`src/verilog/sxe_pkg.sv`:
```
package sxe_pkg;

   // ==========================================
   // widths
   localparam int SXE_DW = 8;
   localparam int SXE_AW = 7;
   localparam int SXE_BW = 3;

   // ==========================================
   // operation codes presented by the decoder
   typedef enum logic [2:0] {
      SXE_OP_NONE = 3'h0,
      SXE_OP_SKIP_MEM = 3'h1,
      SXE_OP_LOAD_SKIP = 3'h2,
      SXE_OP_SKIP_BIT = 3'h3,
      SXE_OP_XOR_ACC = 3'h4,
      SXE_OP_XOR_MEM = 3'h5,
      SXE_OP_XOR_IMM = 3'h6
   } sxe_op_e;

   // ==========================================
   // status byte field positions
   localparam int SXE_ST_C = 0;
   localparam int SXE_ST_AC = 1;
   localparam int SXE_ST_Z = 2;
   localparam int SXE_ST_OV = 3;
   localparam int SXE_ST_PD = 4;
   localparam int SXE_ST_TO = 5;
   localparam int SXE_ST_TC1 = 6;
   localparam int SXE_ST_TC2 = 7;

   // ==========================================
   // reset values
   localparam logic [7:0] SXE_ACC_RST = 8'h00;
   localparam logic [7:0] SXE_STATUS_RST = 8'h00;
   localparam logic [7:0] SXE_ZERO_BYTE = 8'h00;

   // ==========================================
   // timing, in machine cycles
   localparam int SXE_CYC_PLAIN = 1;
   localparam int SXE_CYC_SKIP = 2;

endpackage

```
`src/verilog/sxe_alu_if.sv`:
```
`timescale 1ns/1ps
interface sxe_alu_if;
   import sxe_pkg::*;
   sxe_op_e op;
   logic [7:0] acc;
   logic [7:0] mem;
   logic [7:0] imm;
   logic [2:0] bit_sel;
   logic [7:0] result;
   logic zero;
   logic skip;
   logic wr_acc;
   logic wr_mem;
   logic wr_z;

   modport core (
      output op, acc, mem, imm, bit_sel,
      input result, zero, skip, wr_acc, wr_mem, wr_z
   );
   modport alu (
      input op, acc, mem, imm, bit_sel,
      output result, zero, skip, wr_acc, wr_mem, wr_z
   );
endinterface

```
`src/verilog/sxe_alu.sv`:
```
`timescale 1ns/1ps
module sxe_alu
   import sxe_pkg::*;
(
   // operands and results
   sxe_alu_if.alu a
);

   // ==========================================
   // combinational evaluation
   always_comb begin
      a.result = a.mem;
      a.zero = 1'b0;
      a.skip = 1'b0;
      a.wr_acc = 1'b0;
      a.wr_mem = 1'b0;
      a.wr_z = 1'b0;
      case (a.op)
         SXE_OP_SKIP_MEM: begin
            a.skip = (a.mem == SXE_ZERO_BYTE);
         end
         SXE_OP_LOAD_SKIP: begin
            a.result = a.mem;
            a.wr_acc = 1'b1;
            a.skip = (a.mem == SXE_ZERO_BYTE);
         end
         SXE_OP_SKIP_BIT: begin
            a.skip = ~a.mem[a.bit_sel];
         end
         SXE_OP_XOR_ACC: begin
            a.result = a.acc ^ a.mem;
            a.wr_acc = 1'b1;
            a.wr_z = 1'b1;
         end
         SXE_OP_XOR_MEM: begin
            a.result = a.acc ^ a.mem;
            a.wr_mem = 1'b1;
            a.wr_z = 1'b1;
         end
         SXE_OP_XOR_IMM: begin
            a.result = a.acc ^ a.imm;
            a.wr_acc = 1'b1;
            a.wr_z = 1'b1;
         end
         default: begin
            a.result = a.mem;
         end
      endcase
      a.zero = (a.result == SXE_ZERO_BYTE);
   end

endmodule // sxe_alu

```
`src/verilog/sxe_core.sv`:
```
`timescale 1ns/1ps
// Behaviour
// - zero memory byte skips next, two cycles
// - load byte to accumulator, skip if zero
// - selected bit clear skips, else one cycle
// - xor accumulator with memory into accumulator
// - xor memory with accumulator into memory
// - xor accumulator with immediate into accumulator
// - xor updates zero flag, others untouched
module sxe_core
   import sxe_pkg::*;
#(
   parameter int DW = SXE_DW,
   parameter int AW = SXE_AW
) (
   // clock and reset
   input wire logic mclk,
   input wire logic rstn,
   // instruction from decoder
   input wire logic instr_valid,
   output logic instr_ready,
   input wire sxe_op_e instr_op,
   input wire logic [AW-1:0] instr_addr,
   input wire logic [2:0] instr_bit,
   input wire logic [DW-1:0] instr_imm,
   // pipeline control
   output logic skip_discard,
   output logic instr_done,
   // data memory read port, same cycle
   output logic [AW-1:0] dm_raddr,
   input wire logic [DW-1:0] dm_rdata,
   // data memory write port
   output logic dm_we,
   output logic [AW-1:0] dm_waddr,
   output logic [DW-1:0] dm_wdata,
   // architectural state
   output logic [DW-1:0] acc,
   output logic [7:0] status
);

   // ==========================================
   // sequencer states
   typedef enum logic [1:0] {
      SXE_ST_EXEC = 2'b01,
      SXE_ST_DUMMY = 2'b10
   } sxe_state_e;

   sxe_state_e state_r;
   sxe_state_e state_nxt;

   logic [DW-1:0] acc_r;
   logic [DW-1:0] acc_nxt;
   logic [7:0] status_r;
   logic [7:0] status_nxt;

   logic we_r;
   logic we_nxt;
   logic [AW-1:0] waddr_r;
   logic [AW-1:0] waddr_nxt;
   logic [DW-1:0] wdata_r;
   logic [DW-1:0] wdata_nxt;

   logic done_r;
   logic done_nxt;
   logic [1:0] cyc_r;
   logic [1:0] cyc_nxt;
   logic take;
   logic fwd_hit;
   logic [DW-1:0] mem_byte;

   sxe_alu_if alu_bus ();

   // ==========================================
   // operand path
   // the write lands one cycle late, so a read of the same byte
   // in that cycle must see the pending value, not the stale one
   assign fwd_hit = we_r && (waddr_r == instr_addr);
   assign mem_byte = fwd_hit ? wdata_r : dm_rdata;
   assign dm_raddr = instr_addr;

   // during the dummy cycle the prefetched word is swallowed
   assign instr_ready = 1'b1;
   // a word shown in the dummy cycle is the one fetched behind the skip
   assign take = instr_valid && (state_r == SXE_ST_EXEC);
   assign skip_discard = (state_r == SXE_ST_DUMMY);

   assign alu_bus.op = take ? instr_op : SXE_OP_NONE;
   assign alu_bus.acc = acc_r;
   assign alu_bus.mem = mem_byte;
   assign alu_bus.imm = instr_imm;
   assign alu_bus.bit_sel = instr_bit;

   sxe_alu u_alu (
      .a(alu_bus)
   );

   // ==========================================
   // sequencer
   always_comb begin
      state_nxt = state_r;
      done_nxt = 1'b0;
      case (state_r)
         SXE_ST_EXEC: begin
            if (take && alu_bus.skip) begin
               state_nxt = SXE_ST_DUMMY;
            end else begin
               done_nxt = take;
            end
         end
         SXE_ST_DUMMY: begin
            if (cyc_nxt == 2'(SXE_CYC_SKIP)) begin
               state_nxt = SXE_ST_EXEC;
               done_nxt = 1'b1;
            end
         end
         default: begin
            state_nxt = SXE_ST_EXEC;
         end
      endcase
   end

   always_ff @(posedge mclk or negedge rstn) begin
      if (!rstn) begin
         state_r <= SXE_ST_EXEC;
         done_r <= 1'b0;
      end else begin
         state_r <= state_nxt;
         done_r <= done_nxt;
      end
   end

   // ==========================================
   // skip length counter
   // the dummy stretch is timed against the shared skip length,
   // so a longer refill only moves the constant, not the states
   always_comb begin
      cyc_nxt = cyc_r;
      case (state_r)
         SXE_ST_EXEC: begin
            if (take) begin
               cyc_nxt = 2'(SXE_CYC_PLAIN);
            end
         end
         SXE_ST_DUMMY: begin
            cyc_nxt = 2'(cyc_r + 2'h1);
         end
         default: begin
            cyc_nxt = 2'h0;
         end
      endcase
   end

   always_ff @(posedge mclk or negedge rstn) begin
      if (!rstn) begin
         cyc_r <= 2'h0;
      end else begin
         cyc_r <= cyc_nxt;
      end
   end

   // ==========================================
   // accumulator and status
   always_comb begin
      acc_nxt = acc_r;
      status_nxt = status_r;
      // loads and the two accumulator xor forms write here
      if (alu_bus.wr_acc) begin
         acc_nxt = alu_bus.result;
      end
      // only the zero bit moves; skip ops never assert wr_z
      if (alu_bus.wr_z) begin
         status_nxt[SXE_ST_Z] = alu_bus.zero;
      end
   end

   always_ff @(posedge mclk or negedge rstn) begin
      if (!rstn) begin
         acc_r <= SXE_ACC_RST;
         status_r <= SXE_STATUS_RST;
      end else begin
         acc_r <= acc_nxt;
         status_r <= status_nxt;
      end
   end

   // ==========================================
   // memory write-back
   always_comb begin
      // address and data hold between writes; the strobe alone qualifies them
      we_nxt = alu_bus.wr_mem;
      waddr_nxt = waddr_r;
      wdata_nxt = wdata_r;
      if (alu_bus.wr_mem) begin
         waddr_nxt = instr_addr;
         wdata_nxt = alu_bus.result;
      end
   end

   always_ff @(posedge mclk or negedge rstn) begin
      if (!rstn) begin
         we_r <= 1'b0;
         waddr_r <= '0;
         wdata_r <= '0;
      end else begin
         we_r <= we_nxt;
         waddr_r <= waddr_nxt;
         wdata_r <= wdata_nxt;
      end
   end

   // ==========================================
   // outputs
   // every data output comes straight from a register
   assign dm_we = we_r;
   assign dm_waddr = waddr_r;
   assign dm_wdata = wdata_r;
   assign acc = acc_r;
   assign status = status_r;
   assign instr_done = done_r;

endmodule // sxe_core

```
`config.mk`:
```
export PLATFORM = sky130hd
export DESIGN_NAME = sxe_core
export DESIGN_NICKNAME = d
export VERILOG_FILES = /design/src/verilog/sxe_pkg.sv /design/src/verilog/sxe_alu_if.sv /design/src/verilog/sxe_alu.sv /design/src/verilog/sxe_core.sv
export SDC_FILE = /design/constraint.sdc
export NUM_CORES = 1
export LEC_CHECK = 0
export BUFFER_PORTS_ARGS = -buffer_cell sky130_fd_sc_hd__buf_2
export CAP_MARGIN = 20
export CORE_MARGIN = 2
export CORE_UTILIZATION = 44
export DETAILED_ROUTE_END_ITERATION = 6
export PLACE_DENSITY = 0.86
export SLEW_MARGIN = 10
export SYNTH_ARGS = -nofsm -noshare
export SYNTH_HDL_FRONTEND = slang
export SYNTH_HIERARCHICAL = 1
export SYNTH_SLANG_ARGS = --single-unit
```
`constraint.sdc`:
```
create_clock -name mclk -period 2.57 [get_ports mclk]
set_input_delay 0.257 -clock mclk [delete_from_list [all_inputs] [get_ports mclk]]
set_output_delay 0.257 -clock mclk [all_outputs]
set_load 0.1 [all_outputs]
```
==> impl_metrics.json, run 1 <==
{
  "synth_top_family_by_area": "multiplexers",
  "final_common_cell": "buf_2",
  "rsz0062_at_grt": "yes",
  "clock.fmax_mhz": 367,
  "slew_headroom_pct": 55.8,
  "timing.setup.tns_ps": -436,
  "die_x_um": 70.5,
  "synth.yosys.seq_area_share_pct": 38.6,
  "via_count": 1818,
  "critPathLaunchType": "register",
  "hp-class": "in2async",
  "grt_max_degree": 31,
  "synth_cells": 184,
  "wire_per_inst_um": 17.5,
  "path_cells": "xnor2_2 > nand4_1 > nor2_4 > buf_12 > mux2_4 > mux4_2 > mux2i_1 > nand3_1 > a21oi_2 > nand3_2 > a21oi_1",
  "start_util_pct": 45.3,
  "reg2reg_from": "dm_waddr[1]",
  "worstSetupPathType": "reg2reg",
  "grt_use_total_pct": 21.7,
  "ios": 74,
  "skew_ps": 9.70,
  "tightest_slew_ps": 663,
  "dpl.hpwl_um": 3680,
  "antenna_found_initial": 0,
  "critical_path_arrival_ps": 2930,
  "drt-total-wl_um": 5740,
  "n_fill_cell": 323,
  "cpMaxStageDelayCell": "dfrtp_4",
  "clkLatencyLatePin_ps": 290,
  "hold_violations": 9,
  "fp.dieH_um": 70.5,
  "cts_tree": "done",
  "slew_violations": 0,
  "status": "finished, violations left",
  "layout_common_cells": "65 x buf_2, 30 x buf_4, 23 x mux2_2",
  "fin_crit_sh_pct": 106,
  "rows": 24,
  "ys_ff_latch": 30,
  "path_clk_slew_ps": 70,
  "synth_area_mm2": 0.00195,
  "r2r_end": "state_r[1]",
  "setup_slack_ps": -154,
  "cts_sinks": 30,
  "synth-warning-count": 6,
  "synth_fa_ha_area_share_pct": 1.29,
  "cts_buffer_depth": 2,
  "r2r_cells": 11,
  "min_period_ps": 2720,
  "synthSimpleGateAreaFrac_pct": 12.8,
  "die_area_mm2": 0.00497,
  "drv_cap": 0,
  "io_buffers": 65,
  "synth_cell_types": 38,
  "nNetsFinal": 309,
  "violations": "negative hold slack, negative setup slack",
  "synthMuxAreaShare_pct": 21.3,
  "synthXorXnorAreaFrac_pct": 7.65,
  "grt_pass1_vias": 1725,
  "place_congestion": 0.795,
  "cpPeakStageDelay_ps": 500,
  "cts_root_buf": "clkbuf_8",
  "num_antenna_cells": 0,
  "ant_nets": 0,
  "crit_path_max_fanout": 8,
  "setup_violations": 4,
  "avgSynthCellArea_um2": 10.6,
  "rrSetupSlack_ps": -150,
  "crit_required_ps": 2770,
  "area_delta_synth_final_pct": 43.9,
  "drt-pass1-iter-count": 4,
  "cp-startpoint": "dm_waddr[1]",
  "drive_above_1_share_pct": 67.8,
  "viasPerCell": 5.54,
  "coreArea_mm2": 0.00429,
  "drc": 0,
  "cp-end-kind": "register",
  "synth_compound_area_share_pct": 9.45,
  "drt_iter0_markers": 126,
  "grt_overflow_total": 0,
  "grt_pass1_wl_um": 8470,
  "cts.htree.levels": 2,
  "whs_ps": -10.3,
  "cts_buffers": 5,
  "critPathCapture": "state_r[1]"
}
[how the worst min path moves through the flow]
| stage | startpoint | end | slack (ps) | depth (start not counted) |
|---|---|---|---|---|
| floorplan | rstn | acc[0] | -40 | 0 |
| global placement | rstn | dm_waddr[3] | 320 | 1 |
| detailed placement | rstn | dm_waddr[1] | 330 | 1 |
| CTS | rstn | dm_waddr[1] | 20 | 1 |
| global route | rstn | dm_waddr[1] | 40 | 1 |
| finish | rstn | dm_waddr[1] | -10 | 1 |
[cells by family after synthesis]
kind of cell / after synthesis
xor+xnor: 17
fa+ha+maj: 2
flops: 30
buf+inv: 25
simple gates: 40
mux: 35
compound gates: 33
other cells: 2
[per-layer routing]
layer | GRT usage, % | up-vias | part of all wire (%)
li1 | - | 816 | -
met1 | 27.1 | 902 | 38
met2 | 35.5 | 92 | 53
met3 | 5.34 | 8 | 7.1
met4 | 9.83 | 0 | 1.4
met5 | 0 | - | 0
[what timing repair did]
action,in CTS,in global routing
buffers inserted,5,5
endpoints found under the setup margin,4,6
hold buffers,0,0
hold endpoints to repair,0,0
gates resized for setup,18,24
pin swaps,10,10
[metrics by stage]
step           instances  instance area (µm²)  worst slack (ps)  hold WS, ps  util (%)
6_report             328                 2800              -154        -10.3      65.2
3_5_place_dp         312                 2440              -116          332      56.8
4_1_cts              325                 2660             -58.1         16.9      61.9
2_1_floorplan        190                 2000              -147        -38.6         -
5_1_grt              328                 2800              -284         37.8      65.2
3_3_place_gp         312                 2440             -18.7          323      56.8
[registers in the layout (all words and copies together), names as in the netlist]
register    cells
status          1
dm_waddr        7
cyc_r           2
dm_we           1
dm_wdata        8
acc             8
state_r         2
instr_done      1
[final cells by class]
class                   count  area, µm²  area share (%)
inverters                   3       11.3           0.402
repair buffers            100        616            22.0
clock inverters             2       12.5           0.447
clock buffers               6       82.6            2.95
well taps                  52       65.1            2.32
multi-input cells         135       1230            44.1
flip-flops and latches     30        779            27.8
[worst max-delay path: cells and delay by family (launching register included)]
family | cells | cell delay, ps
mux | 3 | 940
simple gates | 4 | 570
xor+xnor | 1 | 130
compound gates | 2 | 330
buf+inv | 1 | 150
flops | 1 | 500
[cells in the mapped netlist, drive strengths merged]
library cell	instances	area (µm²)
nand4bb	1	11.3
or4	2	15.0
a21boi	1	7.51
o22ai	8	50.1
nand2	9	36.3
a21oi	21	105
ha	2	25.0
or2	8	50.1
buf	20	146
a32oi	1	8.76
and3b	1	8.76
clkbuf	2	7.51
xnor2	7	61.3
inv	3	11.3
a21o	1	7.51
o21ai	1	5.00
nand3	3	20.0
nand2b	2	12.5
nand4	2	12.5
mux2i	1	10.0
mux2	32	360
xor2	10	87.6
and3	3	22.5
nor4	2	12.5
dfstp	1	26.3
dfrtp	29	726
or4b	1	13.8
conb	2	7.51
mux4	2	45.0
nor2	5	26.3
nand3b	1	7.51
Power of run 1 is not shown: default switching activity piles up to over one toggle a cycle in this logic, so the estimate is an artifact.
==> inputs of run 2 (changes only) <==
CELL_PAD_IN_SITES_DETAIL_PLACEMENT = 0   (was default)
CELL_PAD_IN_SITES_GLOBAL_PLACEMENT = 1   (was default)
CORE_UTILIZATION = 33   (was 44)
PLACE_DENSITY = 0.76   (was 0.86)
==> run 2 against run 1 <==
Against the previous run: the flow finishes with violations (negative setup slack); register-to-register slack gained 40 ps; design area fell by 1.6%; worst hold slack improved by 25 ps; critical path type unchanged; global-route usage fell by 5.6 points; highest routed layer unchanged; count of clock-buffer cells in the layout up 1; clock skew is 5.1 ps lower; wire length shrank 10%; via count decreased by 8.9%; die area up 31%; core utilization fell by 16 points.
==> impl_metrics.json, run 2 (synthesis results as in run 1) <==
{
  "rsz0062_at_grt": "yes",
  "grt_max_degree": 31,
  "area_delta_synth_final_pct": 41.6,
  "slew_violations": 0,
  "violations": "negative setup slack",
  "slew_headroom_pct": 46.2,
  "cts_buffers": 5,
  "multi_input_area_mm2": 0.00126,
  "fin_cells": 337,
  "final_common_cell": "buf_2",
  "pre_cts_slack_ps": -195,
  "grt_overflow_total": 0,
  "drt_iter0_markers": 85,
  "clock.fmax_mhz": 373,
  "rows": 27,
  "dpl.hpwl_um": 3610,
  "drt-pass1-iter-count": 5,
  "dpl.cell_count": 326,
  "setup_slack_ps": -111,
  "grt_use_total_pct": 16.2,
  "place_congestion": 0.796,
  "cp-end-kind": "register",
  "antenna_found_initial": 0,
  "nNetsFinal": 298,
  "ios": 74,
  "crit_required_ps": 2780,
  "worstSetupPathType": "reg2reg",
  "ant_nets": 0,
  "skew_ps": 4.55,
  "crit_path_max_fanout": 8,
  "cts.htree.levels": 2,
  "grt_pass1_wl_um": 7970,
  "drv_cap": 0,
  "status": "finished, violations left",
  "critPathLaunchType": "register",
  "path_clk_slew_ps": 60,
  "cts_root_buf": "clkbuf_8",
  "critical_path_arrival_ps": 2890,
  "seq_area_um2": 779,
  "coreArea_mm2": 0.00561,
  "num_antenna_cells": 0,
  "n_fill_cell": 557,
  "hp-class": "in2async",
  "hold_violations": 0,
  "cts_tree": "done",
  "start_util_pct": 34.7,
  "layout_common_cells": "65 x buf_2, 23 x mux2_2, 21 x dfrtp_1, 21 x buf_4",
  "die_x_um": 80.8,
  "die_area_mm2": 0.00653,
  "fp.dieH_um": 80.8,
  "setup_violations": 4,
  "fin_crit_sh_pct": 104,
  "drc": 0,
  "drive_above_1_share_pct": 67.2,
  "grt_pass1_vias": 1551,
  "wire_per_inst_um": 15.3,
  "min_period_ps": 2680,
  "cts_buffer_depth": 2,
  "drt-total-wl_um": 5160,
  "io_buffers": 65,
  "rrSetupSlack_ps": -110,
  "cts_sinks": 30,
  "clkLatencyLatePin_ps": 280,
  "ctsHoldBuffers": 0,
  "viasPerCell": 4.92,
  "tightest_slew_ps": 807,
  "via_count": 1657
}
run 2: final timing paths:
kind | cells past startpoint | from | end
setup reg to reg | 11 | dm_waddr[4] | state_r[0]
setup / recovery | 11 | dm_waddr[4] | state_r[0]
max in group asynchronous | 1 | rstn | dm_waddr[2]
hold reg to reg | 1 | state_r[0] | state_r[0]
hold / removal | 1 | rstn | dm_waddr[3]
min in group mclk | 2 | instr_addr[4] | dm_waddr[4]
run 2: metrics by stage:
stage | area, µm² | TNS (ps) | hold WS (ps) | utilization, %
3_3_place_gp | 2420 | -464 | 334 | 43.2
4_1_cts | 2630 | -174 | 36.3 | 46.9
2_1_floorplan | 2000 | -362 | -38.6 | -
6_report | 2760 | -279 | 14.6 | 49.2
5_1_grt | 2760 | -684 | 77.7 | 49.2
3_5_place_dp | 2420 | -579 | 343 | 43.2
run 2: area by class of cell:
cell class,count,share of cell area (%)
Tap cell,72,3.27
Clock buffer,7,3.13
Multi-Input combinational cell,135,45.7
Inverter,3,0.409
Timing Repair Buffer,89,19.1
Sequential cell,30,28.3
Clock inverter,1,0.182
run 2: worst max-delay path, stage by stage (launching register included):
cell     delay [ps]
dfrtp_4         490
xnor2_2         130
nand4_1         160
nor2_4          160
buf_12          140
mux2_4          310
mux4_2          460
mux2i_1         190
nand3_1         110
a21oi_2         180
nand3_2         100
a21o_1          180
run 2: layer usage:
metal	routed length (µm)	track usage (%)
met5	0	0
met4	35	4.07
met2	2520	25.0
met3	299	3.67
met1	2300	22.9
run 2: timing repair:
item                                    CTS  global route
pin swaps                                 7             9
setup buffers                             2             1
endpoints found under the hold margin     0             0
endpoints found under the setup margin    4             4
cloned                                    0             0
gates resized for setup                  18            25
Power of run 2 is left out for the same reason.
==> inputs of run 3 (changes only) <==
CORE_UTILIZATION = 40   (was 33)
PLACE_DENSITY = 0.86   (was 0.76)
RECOVER_POWER = 50   (was default)
clock period = 3.3 ns   (was 2.57 ns; I/O delays follow)
==> run 3 against run 2 <==
Against the previous run: core utilization up 0.23 points; the flow finishes with violations (max-capacitance violations, max-slew violations); final cell count decreased by 8.3%; global-route usage increased by 0.095 points; wire length decreased by 18%.
==> impl_metrics.json, run 3 (synthesis results as in run 1) <==
{
  "wire_per_inst_um": 13.8,
  "grt_max_degree": 31,
  "start_util_pct": 41.2,
  "io_buffers": 65,
  "slew_violations": 31,
  "crit_family": "simple AND/OR/NAND/NOR gates",
  "crit_buf_inv": 1,
  "hp-class": "in2reg",
  "ios": 74,
  "critical_path_arrival_ps": 3030,
  "clkLatencyLatePin_ps": 280,
  "drt_iter0_markers": 79,
  "viasPerCell": 4.98,
  "violations": "max-capacitance violations, max-slew violations",
  "drt-pass1-iter-count": 4,
  "worstSetupPathType": "reg2reg",
  "grt_pass1_wl_um": 6590,
  "crit_path_max_fanout": 22,
  "n_fill_cell": 438,
  "cts_root_buf": "clkbuf_8",
  "grt_overflow_total": 0,
  "crit_required_ps": 3520,
  "num_antenna_cells": 0,
  "grt_pass1_vias": 1340,
  "nNetsFinal": 276,
  "crit_path_frequent_cell": "a21oi_1",
  "cts_buffer_depth": 2,
  "setup_violations": 0,
  "cpPeakStageDelay_ps": 570,
  "drive_above_1_share_pct": 41.7,
  "area_delta_synth_final_pct": 19.8,
  "cts.htree.levels": 2,
  "rows": 25,
  "via_count": 1540,
  "fp.dieH_um": 73.8,
  "rsz0062_at_grt": "no",
  "place_congestion": 0.825,
  "path_cells": "ha_1 > and3_2 > a21boi_1 > buf_4 > a21oi_1 > a21oi_1 > or4_1 > nor2_1 > mux2_2",
  "fin_crit_sh_pct": 85.1,
  "ctsHoldBuffers": 0,
  "tightest_slew_ps": 1620,
  "drt-total-wl_um": 4260,
  "setup_slack_ps": 493,
  "clock.fmax_mhz": 356,
  "slew_headroom_pct": -7.70,
  "grt_use_total_pct": 16.3,
  "antenna_found_initial": 0,
  "final_common_cell": "buf_2",
  "cpMaxStageDelayCell": "or4_1",
  "die_area_mm2": 0.00544,
  "post_cts_buffers": 0,
  "path_clk_slew_ps": 70,
  "layout_common_cells": "49 x buf_2, 31 x mux2_2, 29 x dfrtp_1",
  "timing.setup.tns_ps": 0,
  "status": "finished, violations left",
  "cp-end-kind": "register",
  "postCtsResizedCells": 0,
  "dpl.hpwl_um": 3180,
  "cts_tree": "done",
  "coreArea_mm2": 0.00472,
  "critPathLaunchType": "register",
  "hold_violations": 0,
  "cts_buffers": 5,
  "drv_cap": 1,
  "die_x_um": 73.8,
  "min_period_ps": 2810,
  "pre_cts_slack_ps": 457,
  "ant_nets": 0,
  "cts_sinks": 30,
  "skew_ps": 7.56,
  "drc": 0
}
run 3: changes by cell type in the layout (fill, tap and decap cells not counted), sizes merged:
cell	previous run	this run
clkinv	1	0
bufinv	0	1
buf	89	51
clkbuf	7	22
run 3: layout make-up:
class                   instances  area (µm²)  area share, %
clock inverters                 1        30.0           1.29
well taps                      67        83.8           3.59
flip-flops and latches         30         752           32.2
inverters                       3        11.3          0.483
multi-input cells             135        1050           45.1
clock buffers                   6        82.6           3.54
repair buffers                 67         320           13.7
run 3: metrics by stage:
step / instance area [µm²] / instances / hold WS [ps] / util, %
6_report: 2330 / 309 / 323 / 49.4
5_1_grt: 2330 / 309 / 318 / 49.4
4_1_cts: 2350 / 309 / 105 / 49.8
3_5_place_dp: 2240 / 302 / 412 / 47.4
3_3_place_gp: 2240 / 302 / 399 / 47.4
2_1_floorplan: 1970 / 190 / 34.4 / -
run 3: per-layer routing:
layer	global-route usage (%)	up-vias	routed length [µm]
met5	0	-	0
met4	6.87	0	75
met3	3.70	6	200
met2	24.7	56	1940
met1	22.2	721	2040
li1	-	757	-
run 3: worst paths after layout:
check	start	endpoint	slack, ps	cells past startpoint
max	state_r[0]	status[2]	490	9
min	instr_addr[5]	dm_waddr[5]	320	2
max reg2reg	state_r[0]	status[2]	490	9
min reg2reg	dm_wdata[6]	dm_wdata[6]	520	1
max in group asynchronous	rstn	cyc_r[0]	1900	1
min in group asynchronous	rstn	dm_waddr[0]	450	1
run 3: worst register-to-register path, delay by kind of cell, from the launching register on:
kind                       cells  cell delay (ps)
muxes                          1              140
adders and majority gates      1              310
AOI/OAI and AO/OA              3              430
DFF                            1              550
and+or+nand+nor                3             1140
buffers and inverters          1              200
Power of run 3 is left out for the same reason.
